## src/hdl/abr_pkg.sv

```systemverilog
// Constants, types and register map for the answer-back trigger and reset block
package abr_pkg;
	// Clock rate
	localparam longint unsigned CLK_HZ         = 64'd200_000_000;
	// Power-on reset hold time, milliseconds
	localparam longint unsigned POR_TIME_MS    = 64'd200;
	localparam longint unsigned POR_CYC        = (POR_TIME_MS * CLK_HZ) / 64'd1000;
	// No-carrier timer, seconds (nominal)
	localparam longint unsigned NOCARR_TIME_S  = 64'd25;
	localparam longint unsigned NOCARR_CYC     = NOCARR_TIME_S * CLK_HZ;

	// Register bus geometry
	localparam int              ADDR_W         = 4;
	localparam int              DATA_W         = 32;
	// Register byte offsets
	localparam logic [3:0]      OFS_CTRL       = 4'h0;
	localparam logic [3:0]      OFS_STAT       = 4'h4;
	localparam logic [3:0]      OFS_IRQ_ST     = 4'h8;
	localparam logic [3:0]      OFS_IRQ_MSK    = 4'hC;

	// Control register fields
	localparam int              CTRL_PAPER_OPT = 0;
	localparam logic            CTRL_RST_PAPER = 1'b0;

	// Status register fields
	localparam int              STAT_TRIP      = 0;
	localparam int              STAT_ARMED     = 1;
	localparam int              STAT_ANS_MODE  = 2;
	localparam int              STAT_ONLINE    = 3;
	localparam int              STAT_CARRIER   = 4;
	localparam int              STAT_RESET_N   = 5;
	localparam int              STAT_EXPIRED   = 6;
	localparam int              STAT_ALARM     = 7;

	// Interrupt event bits
	localparam int              IRQ_W          = 5;
	localparam int              EV_TRIP_ON     = 0;
	localparam int              EV_TRIP_OFF    = 1;
	localparam int              EV_RESET       = 2;
	localparam int              EV_EXPIRE      = 3;
	localparam int              EV_ALARM       = 4;
	localparam logic [4:0]      IRQ_MSK_RST    = 5'h00;

	// Send-data level that means mark
	localparam logic            MARK_LVL       = 1'b1;
	// Synchroniser depth for pin inputs
	localparam int              SYNC_D         = 3;
	localparam int              PIN_N          = 10;

	// Pin inputs, all from outside the clock domain
	typedef struct packed {
		logic carrier_det;
		logic send_data;
		logic on_line;
		logic ans_btn;
		logic orig_btn;
		logic clear_btn;
		logic local_btn;
		logic eot_contact;
		logic paper_alarm;
		logic manual_answerback_key;
	} abr_pins_t;

	// Pin levels held through reset; send data rests at mark
	localparam abr_pins_t PIN_RST = '{send_data: MARK_LVL, default: 1'b0};

	// Register bus request
	typedef struct packed {
		logic [3:0]  addr;
		logic [31:0] wdata;
		logic        wr;
		logic        rd;
	} abr_req_t;

	// Answer-back trigger states, one-hot
	typedef enum logic [2:0] {
		AB_ARMED = 3'b001,
		AB_TRIP  = 3'b010,
		AB_SPENT = 3'b100
	} abr_ab_state_t;
endpackage : abr_pkg

```

## src/hdl/abr_answerback_reset.sv

```systemverilog
// Answer-back trigger, originate/answer state and shared reset generator
//
// Operation
// [RULE1] No carrier or not answering: trip held off
// [RULE2] Carrier, answer mode, on-line, armed: trip
// [RULE3] First space-to-mark on send data ends trip
// [RULE4] Stays cleared until carrier or condition drops
// [RULE5] Power-up holds reset about 200 ms
// [RULE6] End-of-transmission or clear button asserts reset
// [RULE7] Local button also asserts reset
// [RULE8] Paper alarm resets unless option fitted; lamp
// [RULE9] Option fitted: alarm only lights the lamp
// [RULE10] On-line starts 25 s timer; no carrier resets
// [RULE11] After expiry, carrier loss also resets
// [RULE12] Off-line disables and clears the timer
// [RULE13] Shared reset forces answer mode
// [RULE14] Pins synchronised; edge found from samples
//
// The plain strobed port and the register offsets were chosen for this implementation.
module abr_answerback_reset
	import abr_pkg::*;
#(
	parameter longint unsigned POR_CYCLES    = POR_CYC,
	parameter longint unsigned NOCARR_CYCLES = NOCARR_CYC,
	parameter int              CNT_W         = 33
)
(
	input  wire logic             sys_clk,
	input  wire logic             rst_n,
	input  wire logic             clk_en,
	input  wire abr_pins_t        pins_i,
	input  wire abr_req_t         req_i,
	output logic [DATA_W-1:0]     rdata_o,
	output logic                  trip_o,
	output logic                  answerback_start_o,
	output logic                  ans_mode_o,
	output logic                  orig_mode_o,
	output logic                  ctl_reset_n_o,
	output logic                  alarm_lamp_o,
	output logic                  irq_o
);

	// Internal reset, released through two flops
	logic                 rst_s1_ff;
	logic                 rst_s2_ff;
	logic                 rst_int_n;

	// Reset release synchroniser
	always_ff @(posedge sys_clk or negedge rst_n)
	begin
		if (!rst_n)
		begin
			rst_s1_ff <= 1'b0;
			rst_s2_ff <= 1'b0;
		end
		else
		begin
			rst_s1_ff <= 1'b1;
			rst_s2_ff <= rst_s1_ff;
		end
	end

	assign rst_int_n = rst_s2_ff;

	// Pin synchroniser chain and filtered levels
	logic [PIN_N-1:0]     pin_raw;
	logic [PIN_N-1:0]     sy1_ff;
	logic [PIN_N-1:0]     sy2_ff;
	logic [PIN_N-1:0]     sy3_ff;
	logic [PIN_N-1:0]     pin_ff;
	abr_pins_t            pin;

	assign pin_raw = pins_i;
	assign pin     = pin_ff;

	// Three flops per pin; level accepted once 2nd and 3rd agree
	genvar gi;
	generate
		for (gi = 0; gi < PIN_N; gi++)
		begin : g_sync
			always_ff @(posedge sys_clk or negedge rst_int_n)
			begin
				if (!rst_int_n)
				begin
					// Idle levels, so no false send-data edge follows reset
					sy1_ff[gi] <= PIN_RST[gi];
					sy2_ff[gi] <= PIN_RST[gi];
					sy3_ff[gi] <= PIN_RST[gi];
					pin_ff[gi] <= PIN_RST[gi];
				end
				else if (clk_en)
				begin
					sy1_ff[gi] <= pin_raw[gi];
					sy2_ff[gi] <= sy1_ff[gi];
					sy3_ff[gi] <= sy2_ff[gi];
					// Disagreement means a change still settling
					if (sy2_ff[gi] == sy3_ff[gi])
					begin
						pin_ff[gi] <= sy3_ff[gi]; // [RULE14]
					end
				end
			end
		end
	endgenerate

	// Previous send-data level for edge detection
	logic                 send_prev_ff;
	logic                 space_to_mark;

	always_ff @(posedge sys_clk or negedge rst_int_n)
	begin
		if (!rst_int_n)
		begin
			send_prev_ff <= MARK_LVL;
		end
		else if (clk_en)
		begin
			send_prev_ff <= pin.send_data;
		end
	end

	// Edge taken from filtered samples only
	assign space_to_mark = (pin.send_data == MARK_LVL) && (send_prev_ff != MARK_LVL); // [RULE14]

	// Register file state
	logic                 paper_opt_ff;
	logic [IRQ_W-1:0]     irq_st_ff;
	logic [IRQ_W-1:0]     irq_msk_ff;
	logic [IRQ_W-1:0]     ev;
	logic [DATA_W-1:0]    nxt_rdata;
	logic [DATA_W-1:0]    stat_word;

	// Power-on reset counter
	logic [31:0]          por_cnt_ff;
	logic                 por_done_ff;

	// Hold reset until the power-up interval has elapsed
	always_ff @(posedge sys_clk or negedge rst_int_n)
	begin
		if (!rst_int_n)
		begin
			por_cnt_ff  <= 32'h0000_0000;
			por_done_ff <= 1'b0;
		end
		else if (clk_en && !por_done_ff)
		begin
			if (por_cnt_ff == 32'(POR_CYCLES - 64'd1))
			begin
				por_done_ff <= 1'b1; // [RULE5]
			end
			por_cnt_ff <= por_cnt_ff + 32'h0000_0001;
		end
	end

	// No-carrier timer
	logic [CNT_W-1:0]     nc_cnt_ff;
	logic                 expired_ff;
	logic                 timeout_rst;

	// Counts only while on-line; off-line clears everything
	always_ff @(posedge sys_clk or negedge rst_int_n)
	begin
		if (!rst_int_n)
		begin
			nc_cnt_ff  <= '0;
			expired_ff <= 1'b0;
		end
		else if (clk_en)
		begin
			if (!pin.on_line)
			begin
				nc_cnt_ff  <= '0; // [RULE12]
				expired_ff <= 1'b0; // [RULE12]
			end
			else if (!expired_ff)
			begin
				// Timer started by going on-line
				if (nc_cnt_ff == CNT_W'(NOCARR_CYCLES - 64'd1))
				begin
					expired_ff <= 1'b1; // [RULE10]
				end
				nc_cnt_ff <= nc_cnt_ff + CNT_W'(1);
			end
		end
	end

	// Expired and no carrier: reset now and on any later loss
	assign timeout_rst = pin.on_line && expired_ff && !pin.carrier_det; // [RULE10] [RULE11]

	// Combined reset sources, wired-OR in the original sense
	logic                 alarm_rst;
	logic                 ctl_rst;

	// Option fitted masks the alarm from the reset path
	assign alarm_rst = pin.paper_alarm && !paper_opt_ff; // [RULE8] [RULE9]
	assign ctl_rst   = !por_done_ff       // [RULE5]
		|| pin.eot_contact || pin.clear_btn // [RULE6]
		|| pin.local_btn                    // [RULE7]
		|| alarm_rst                        // [RULE8]
		|| timeout_rst;                     // [RULE10]

	// Registered shared reset and alarm lamp
	always_ff @(posedge sys_clk or negedge rst_int_n)
	begin
		if (!rst_int_n)
		begin
			ctl_reset_n_o <= 1'b0;
			alarm_lamp_o  <= 1'b0;
		end
		else if (clk_en)
		begin
			ctl_reset_n_o <= !ctl_rst; // [RULE6]
			// Lamp lights in either configuration
			alarm_lamp_o  <= pin.paper_alarm; // [RULE8] [RULE9]
		end
	end

	// Originate/answer state, high means originate
	logic                 orig_ff;

	// Reset has priority over both buttons
	always_ff @(posedge sys_clk or negedge rst_int_n)
	begin
		if (!rst_int_n)
		begin
			orig_ff <= 1'b0;
		end
		else if (clk_en)
		begin
			if (ctl_rst || pin.ans_btn)
			begin
				orig_ff <= 1'b0; // [RULE13]
			end
			else if (pin.orig_btn)
			begin
				orig_ff <= 1'b1;
			end
		end
	end

	assign ans_mode_o  = !orig_ff; // [RULE13]
	assign orig_mode_o = orig_ff;

	// Answer-back trigger machine
	abr_ab_state_t        ab_ff;
	abr_ab_state_t        nxt_ab;
	logic                 call_cond;

	// Carrier seen while answering and on-line
	assign call_cond = pin.carrier_det && ans_mode_o && pin.on_line;

	// Next trigger state
	always_comb
	begin
		nxt_ab = ab_ff;
		case (ab_ff)
			AB_ARMED:
			begin
				// Fire only when the whole call condition holds
				if (call_cond && !ctl_rst)
				begin
					nxt_ab = AB_TRIP; // [RULE2]
				end
			end
			AB_TRIP:
			begin
				if (!call_cond)
				begin
					nxt_ab = AB_ARMED; // [RULE1]
				end
				else if (space_to_mark)
				begin
					nxt_ab = AB_SPENT; // [RULE3]
				end
			end
			AB_SPENT:
			begin
				// Re-arm for the next call
				if (!call_cond)
				begin
					nxt_ab = AB_ARMED; // [RULE4]
				end
			end
			default:
			begin
				nxt_ab = AB_ARMED;
			end
		endcase
		// Shared reset always re-arms
		if (ctl_rst)
		begin
			nxt_ab = AB_ARMED;
		end
	end

	// Trigger state register
	always_ff @(posedge sys_clk or negedge rst_int_n)
	begin
		if (!rst_int_n)
		begin
			ab_ff <= AB_ARMED;
		end
		else if (clk_en)
		begin
			ab_ff <= nxt_ab;
		end
	end

	// Trip drive and message start; manual key works anytime
	always_ff @(posedge sys_clk or negedge rst_int_n)
	begin
		if (!rst_int_n)
		begin
			trip_o             <= 1'b0;
			answerback_start_o <= 1'b0;
		end
		else if (clk_en)
		begin
			trip_o             <= (nxt_ab == AB_TRIP); // [RULE1] [RULE2] [RULE3]
			answerback_start_o <= (nxt_ab == AB_TRIP) || pin.manual_answerback_key; // [RULE1]
		end
	end

	// Interrupt events, one-cycle each
	logic                 trip_q;
	logic                 ctl_rst_q;
	logic                 expired_q;
	logic                 alarm_q;

	// Previous levels for edge events
	always_ff @(posedge sys_clk or negedge rst_int_n)
	begin
		if (!rst_int_n)
		begin
			trip_q    <= 1'b0;
			ctl_rst_q <= 1'b0;
			expired_q <= 1'b0;
			alarm_q   <= 1'b0;
		end
		else if (clk_en)
		begin
			trip_q    <= trip_o;
			ctl_rst_q <= ctl_rst;
			expired_q <= expired_ff;
			alarm_q   <= pin.paper_alarm;
		end
	end

	assign ev[EV_TRIP_ON]  = trip_o && !trip_q;
	assign ev[EV_TRIP_OFF] = !trip_o && trip_q;
	assign ev[EV_RESET]    = ctl_rst && !ctl_rst_q;
	assign ev[EV_EXPIRE]   = expired_ff && !expired_q;
	assign ev[EV_ALARM]    = pin.paper_alarm && !alarm_q;

	// Control and mask writes
	always_ff @(posedge sys_clk or negedge rst_int_n)
	begin
		if (!rst_int_n)
		begin
			paper_opt_ff <= CTRL_RST_PAPER;
			irq_msk_ff   <= IRQ_MSK_RST;
		end
		else if (clk_en && req_i.wr)
		begin
			if (req_i.addr == OFS_CTRL)
			begin
				paper_opt_ff <= req_i.wdata[CTRL_PAPER_OPT];
			end
			if (req_i.addr == OFS_IRQ_MSK)
			begin
				irq_msk_ff <= req_i.wdata[IRQ_W-1:0];
			end
		end
	end

	// Sticky status: write one clears, a new event wins
	always_ff @(posedge sys_clk or negedge rst_int_n)
	begin
		if (!rst_int_n)
		begin
			irq_st_ff <= '0;
		end
		else if (clk_en)
		begin
			if (req_i.wr && req_i.addr == OFS_IRQ_ST)
			begin
				irq_st_ff <= (irq_st_ff & ~req_i.wdata[IRQ_W-1:0]) | ev;
			end
			else
			begin
				irq_st_ff <= irq_st_ff | ev;
			end
		end
	end

	assign irq_o = |(irq_st_ff & irq_msk_ff);

	// Live status word
	always_comb
	begin
		stat_word                = '0;
		stat_word[STAT_TRIP]     = trip_o;
		stat_word[STAT_ARMED]    = (ab_ff == AB_ARMED);
		stat_word[STAT_ANS_MODE] = ans_mode_o;
		stat_word[STAT_ONLINE]   = pin.on_line;
		stat_word[STAT_CARRIER]  = pin.carrier_det;
		stat_word[STAT_RESET_N]  = ctl_reset_n_o;
		stat_word[STAT_EXPIRED]  = expired_ff;
		stat_word[STAT_ALARM]    = pin.paper_alarm;
	end

	// Read decode; unmapped offsets read zero
	always_comb
	begin
		nxt_rdata = '0;
		case (req_i.addr)
			OFS_CTRL:    nxt_rdata[CTRL_PAPER_OPT] = paper_opt_ff;
			OFS_STAT:    nxt_rdata = stat_word;
			OFS_IRQ_ST:  nxt_rdata[IRQ_W-1:0] = irq_st_ff;
			OFS_IRQ_MSK: nxt_rdata[IRQ_W-1:0] = irq_msk_ff;
			default:     nxt_rdata = '0;
		endcase
	end

	// Read data stands only in the cycle after the strobe
	always_ff @(posedge sys_clk or negedge rst_int_n)
	begin
		if (!rst_int_n)
		begin
			rdata_o <= '0;
		end
		else if (clk_en)
		begin
			rdata_o <= req_i.rd ? nxt_rdata : '0;
		end
	end

endmodule : abr_answerback_reset

```

## config.mk

```make
export PLATFORM = sky130hd
export DESIGN_NAME = abr_answerback_reset
export DESIGN_NICKNAME = d
export VERILOG_FILES = /design/src/hdl/abr_pkg.sv /design/src/hdl/abr_answerback_reset.sv
export SDC_FILE = /design/constraint.sdc
export NUM_CORES = 1
export LEC_CHECK = 0
export ABC_CLOCK_PERIOD_IN_PS = 3790
export BUFFER_PORTS_ARGS = -buffer_cell sky130_fd_sc_hd__buf_2
export CORE_ASPECT_RATIO = 0.75
export CORE_MARGIN = 2
export CORE_UTILIZATION = 45
export DETAILED_ROUTE_END_ITERATION = 8
export GPL_ROUTABILITY_DRIVEN = 0
export HOLD_SLACK_MARGIN = 0.1
export PLACE_DENSITY_LB_ADDON = 0.25
export SETUP_SLACK_MARGIN = 0.02
export SYNTH_ARGS = -nofsm -noshare
export SYNTH_HDL_FRONTEND = slang
export SYNTH_SLANG_ARGS = --single-unit
```

## constraint.sdc

```tcl
create_clock -name sys_clk -period 3.79 [get_ports sys_clk]
set_input_delay 0.5685 -clock sys_clk [delete_from_list [all_inputs] [get_ports sys_clk]]
set_output_delay 0.5685 -clock sys_clk [all_outputs]
set_load 0.01 [all_outputs]
```

==> qor.txt, run 1 <==
Status = finished clean
Worst-case reg-to-reg path depth = 4
Nets = 737
EDFF count, synth = 0
Commonest non-fill, non-tap cell in the layout = dfrtp_1
CTS sink cnt = 140
Inserted Clock Buffers = 17
Largest net degree at the start of global routing = 76
Min Tclk post-route = 2310 ps
Static Leak = 3.28 nW
Min-delay src = rst_s1_ff
Initial DRC count = 312
Sequential Power Share = 46.7%
Seq cells post-synth = 140
Crit path max fanout = 20
Most used cell, CP = nand2_1
Cells resized by post-CTS repair = 0
Setup TNS = 0 ps
Max incr delay on CP = 640 ps
Switching share of total power = 25.1%
Max-Cap Viols = 0
Critical path cell sequence = nand2_1, nand2_1, or4_1, a21oi_1
Area contributors post-synth = dfrtp_1 (49%), mux2_2 (6.3%), nand2_1 (3.1%), xnor2_1 (3.1%), buf_4 (2.7%)
Power density cells = 505 mW/mm²
Number of global-route vias before repair = 4890
Drt first pass iters = 5
Setup Skew = 7.20 ps
Die ar. = 0.0162 mm²
Yosys warns = 0
Core Footprint = 0.0146 mm²
Synth top area share = 49.1%
Int Pwr = 0.00293 W
Peak supply drop = 0.347 mV
WL/cell = 15.1 µm
FF-to-FF End = nc_cnt_ff[20]
WP buf/inv = 0
Antenna Nets Post-Route = 0
Clk slew on worst S/H paths = 60 ps
Design Area, Final = 0.00773 mm²
WHS Path Cells = 0
CTS Root Cell = clkbuf_16
First-pass GRT wire length = 23300 µm
DRC = 0
Fmax = 434 MHz
Vias = 4905
Switching power total = 0.000979 W
Clk pwr share = 43.7%
Reg2reg start = pin[7]
Synth unique cells = 54
Slew HR = 16.4%
Leading cell types in the layout, fill and taps excluded = dfrtp_1 (133), nand2_1 (57), mux2_2 (38)
Worst-Margin Slew = 1240 ps
Synth Cell Area = 0.00684 mm²
Remaining global-route overflow = 0
Post-Synthesis Cells = 652
Crit path DAT = 2640 ps
Final setup fails = 0
Clk buf depth = 2
Fin crit share = 60.8%
Ant diodes = 0
HPWL Detailed = 9080 µm
Setup slack, reg-to-reg = 1480 ps
Layout cell share with drive strength beyond 1 = 17.9%
Die W = 146 µm
Row count = 38
Initial antenna violation count = 0
Ys flop type = dfrtp_1
RSZ-0062 raised after global routing = no
Routed WL = 13600 µm
Initial Util = 46.7%
Asr flop ratio synth = 100%
Die Height = 111 µm
Post-synthesis sequential area ratio = 51.4%
H-tree levels = 4
Area growth syn-to-layout = 13.1%
CTS tree = yes
Vias per inst = 5.47
Syn avg cell area = 10.5 µm²
Critical path launch point type = flip-flop
Clk_lat worst skew = 420 ps
Gr usage total = 17.6%
Data required, critical path = 4120 ps
Slew Limit Fails = 0
Crit Path Category = flip-flop to flip-flop
CP delay by family, top = simple AND/OR/NAND/NOR gates
CP max stage cell = or4_1
Hold path endpoint = rst_int_n
IO Port Bufs = 38
CP endpoint kind = flip-flop
I/O pin count = 90
Hold WC Path Type = flip-flop to flip-flop
Leading area contributor after synthesis = dfrtp_1
Final hold vios = 0
Comb power frac = 9.7%
Placed inst area = 0.00711 mm²
==> repair_timing <==
item / CTS / global route
endpoints found under the setup margin: 0 / 0
setup buffers: 0 / 0
hold endpoints to repair: 2 / 0
hold buffers: 1 / 0
==> how the worst max path moves through the flow <==
| stage | start | to | slack [ps] | cells after the start |
|---|---|---|---|---|
| floorplan | rst_int_n | ab_ff[1] | 1470 | 0 |
| global placement | clk_en | nc_cnt_ff[20] | 1390 | 5 |
| detailed placement | clk_en | nc_cnt_ff[20] | 1240 | 5 |
| CTS | pin[7] | nc_cnt_ff[20] | 1510 | 4 |
| global route | pin[7] | nc_cnt_ff[20] | 1330 | 4 |
| finish | pin[7] | nc_cnt_ff[20] | 1480 | 4 |
==> synth_stat cells, types with 4 or more instances <==
| cell type | count |
|---|---|
| a21oi_1 | 37 |
| a22oi_1 | 5 |
| a32o_1 | 5 |
| and2_1 | 7 |
| and3_1 | 5 |
| and4_1 | 11 |
| buf_2 | 8 |
| buf_4 | 25 |
| clkbuf_1 | 18 |
| dfrtp_1 | 134 |
| dfstp_2 | 6 |
| inv_1 | 25 |
| mux2_2 | 38 |
| mux2i_1 | 13 |
| nand2_1 | 57 |
| nand2b_1 | 26 |
| nand3_1 | 27 |
| nand4_1 | 25 |
| nor2_1 | 29 |
| nor2b_1 | 5 |
| nor3_1 | 4 |
| nor4_1 | 16 |
| o21ai_0 | 13 |
| o22ai_1 | 7 |
| o31ai_1 | 14 |
| or4_1 | 14 |
| xnor2_1 | 24 |
| xor2_1 | 12 |
==> final cells by class <==
cell class	instances	area (µm²)
clock buffer	21	470
multi-input combinational	456	3010
timing repair buffer	44	253
fill	1322	6910
inverter	25	93.8
clock inverter	11	139
sequential	140	3510
tap	200	250
==> registers in the layout (all words and copies together) (netlist names), 3 cells and up <==
signal / flops
rdata_o: 8
pin: 10
sy2_ff: 10
irq_st_ff: 5
por_cnt_ff: 32
ab_ff: 3
sy3_ff: 10
nc_cnt_ff: 33
sy1_ff: 10
irq_msk_ff: 5
==> metal layers <==
layer	track usage, %	vias up	share of wire (%)
li1	-	2365	-
met1	24.4	2413	48
met2	26.8	105	46
met3	4.61	22	4.3
met4	6.54	0	1.7
met5	0	-	0
==> power groups by stage <==
stage	Sequential, W	Combinational, W	Clock (W)
detailed placement	0.00185	0.000382	0
global placement	0.00184	0.000364	0
global route	0.00185	0.000430	0.00181
finish	0.00182	0.000378	0.00171
floorplan	0.00181	0.000312	0
CTS	0.00182	0.000383	0.00175
==> kinds of logic after synthesis <==
logic type	Yosys count	share of synthesized area [%]
AOI/OAI and AO/OA	93	8.57
adders and majority gates	2	0.366
DFF	140	51.4
and+or+nand+nor	248	20.6
muxes	52	8.49
xor gates and xnor gates	36	4.61
other	2	0.110
buffers and inverters	79	5.86
==> through the flow <==
stage | hold slack (ps) | utilization, % | power [W] | std cells | setup WS (ps)
6_report | 350 | 52.8 | 0.00391 | 897 | 1480
5_1_grt | 356 | 52.8 | 0.00410 | 897 | 1330
3_5_place_dp | 342 | 48.6 | 0.00223 | 864 | 1240
4_1_cts | 355 | 52.8 | 0.00395 | 897 | 1510
2_1_floorplan | 273 | - | 0.00212 | 675 | 1470
3_3_place_gp | 339 | 48.6 | 0.00220 | 864 | 1390
No activity file was read; power rests on OpenSTA's default activity.
==> run 2, diff against run 1 <==
- ABC_AREA: unset -> 1
- ABC_CLOCK_PERIOD_IN_PS: 3790 -> 2160
- clock period: 3.79 -> 2.16 ns (I/O delays scaled with it)
==> qor.txt, run 2 <==
Initial DRC count = 425
Asr flop ratio synth = 100%
Setup repair bufs after CTS = 0
Static Leak = 4.11 nW
Data required, critical path = 2470 ps
EDFF count, synth = 0
Nets = 1113
Ys flop type = dfrtp_1
Power density cells = 757 mW/mm²
Synth unique cells = 39
Leading area contributor after synthesis = dfrtp_1
Drt first pass iters = 5
Ant diodes = 0
Layout cell share with drive strength beyond 1 = 9.88%
Seq cells post-synth = 140
Row count = 40
Area contributors post-synth = dfrtp_1 (46%), nand2_1 (18%), nor2_1 (7.3%), inv_1 (5.1%), nand3_1 (3.9%)
Die ar. = 0.0173 mm²
Top-count cell post-synth = nand2_1
Status = finished clean
Antenna Nets Post-Route = 0
DP Cell Count = 1241
Slew Limit Fails = 0
Peak supply drop = 0.435 mV
Leading cell types in the layout, fill and taps excluded = nand2_1 (353), nor2_1 (142), dfrtp_1 (133)
Setup TNS = 0 ps
Fin crit share = 85.0%
Final setup fails = 0
CP endpoint kind = flip-flop
Adder-Cell Fraction of Synth Area = 0.342%
Synth top area share = 45.8%
Biggest register = nc_cnt_ff
Clk buf depth = 2
CTS Root Cell = clkbuf_16
Non-Filler Instances = 1283
Register Area = 0.00351 mm²
Xor/xnor cell area share of the yosys netlist = 2.75%
Number of global-route vias before repair = 5607
Sequential Power Share = 45.9%
Largest net degree at the start of global routing = 51
Largest register FFs = 33
Inserted Clock Buffers = 17
Hold WC Path Type = primary input to flip-flop
Proportion of synthesized area in mux cells = 0%
IO Port Bufs = 38
Crit path max fanout = 5
Comb power frac = 8.0%
Largest regs = nc_cnt_ff x33, por_cnt_ff x32
Syn avg cell area = 7.35 µm²
Min Tclk post-route = 1840 ps
Critical path launch point type = flip-flop
CTS sink cnt = 140
Area growth syn-to-layout = 15.2%
Post-Synthesis Cells = 997
RSZ-0062 raised after global routing = no
Crit path DAT = 2140 ps
DRC = 0
Vias per inst = 4.78
Yosys warns = 0
Setup Skew = 13.1 ps
Int Pwr = 0.00471 W
Most common library cells after synthesis = nand2_1 (353), nor2_1 (142), dfrtp_1 (134)
Switching power total = 0.00168 W
HPWL Detailed = 11500 µm
WL/cell = 12.5 µm
Post-synthesis sequential area ratio = 47.9%
Gr usage total = 20.1%
Vias = 6137
Crit Path Category = flip-flop to flip-flop
Clk pwr share = 46.1%
Die W = 151 µm
Switching share of total power = 26.3%
WHS = 107 ps
Clk slew on worst S/H paths = 60 ps
I/O pin count = 90
Synth Area in Simple Gates = 33.9%
First-pass GRT wire length = 27400 µm
Routed WL = 16100 µm
Footprint of the multi-input gates = 0.00326 mm²
H-tree levels = 4
Remaining global-route overflow = 0
Final hold vios = 0
Compound-Gate Fraction of Synth Area = 6.20%
Die Height = 114 µm
Main combinational cell family by area after synthesis = simple AND/OR/NAND/NOR gates
CTS tree = yes
Commonest non-fill, non-tap cell in the layout = nand2_1
Initial Util = 45.9%
Fmax = 545 MHz
Core Footprint = 0.0160 mm²
Synth Cell Area = 0.00733 mm²
Initial antenna violation count = 0
Setup slack, reg-to-reg = 320 ps
Clk_lat worst skew = 430 ps
Fillers = 1548
Max-Cap Viols = 0
## run 2: per-stage QoR
stage	setup WS [ps]	total power (W)	util, %	instance area [µm²]
floorplan	679	0.00330	-	7420
global placement	402	0.00346	48.6	7750
detailed placement	340	0.00348	48.6	7750
CTS	327	0.00644	52.9	8440
global route	82.2	0.00669	52.9	8440
finish	324	0.00639	52.9	8440
## run 2: worst paths after layout
kind	start	end	depth (start not counted)
max in group asynchronous	rst_int_n	ab_ff[0]	1
min reg2reg	rst_int_n	por_cnt_ff[9]	0
min in group asynchronous	rst_n	rst_s1_ff	2
max reg2reg	nc_cnt_ff[0]	nc_cnt_ff[26]	8
min	pins_i[7]	sy1_ff[7]	3
max	nc_cnt_ff[0]	nc_cnt_ff[26]	8
## run 2: cell families after synthesis
logic type,Yosys count
adders and majority gates,2
AOI/OAI and AO/OA,80
buffers and inverters,145
xor gates and xnor gates,23
DFF,140
other,2
and+or+nand+nor,605
## run 2: critical path: stages, from the launching register on
cell     delay (ps)
dfrtp_1         380
ha_1            220
nand3_1         110
nor2_1          350
nand3_1         200
inv_2           150
nand3_1         100
o21ai_0         170
nor2_1           50
## run 2: cell type report
cell class	instances	area share [%]
Sequential cell	140	41.6
Multi-Input combinational cell	735	38.6
Timing Repair Buffer	64	5.16
Clock buffer	18	5.08
Inverter	102	4.54
Tap cell	210	3.11
Clock inverter	14	1.88
## run 2: layer usage
metal	global-route usage, %	vias up	wire, µm	part of all wire (%)
li1	-	3221	-	-
met1	30.4	2774	8620	54
met2	28.5	125	6580	41
met3	4.74	17	703	4.4
met4	6.04	0	187	1.2
met5	0	-	0	0
## run 2: power groups by stage
stage                     logic, W  registers (W)  clock network (W)
final                     0.000512        0.00293            0.00294
after global routing      0.000598        0.00295            0.00313
after CTS                 0.000519        0.00293            0.00298
after detailed placement  0.000501        0.00298                  0
after global placement    0.000491        0.00297                  0
after floorplan           0.000331        0.00297                  0
## run 2: what timing repair did
action,CTS,global route
resized for setup,0,0
endpoints found under the hold margin,11,0
hold buffers,10,0
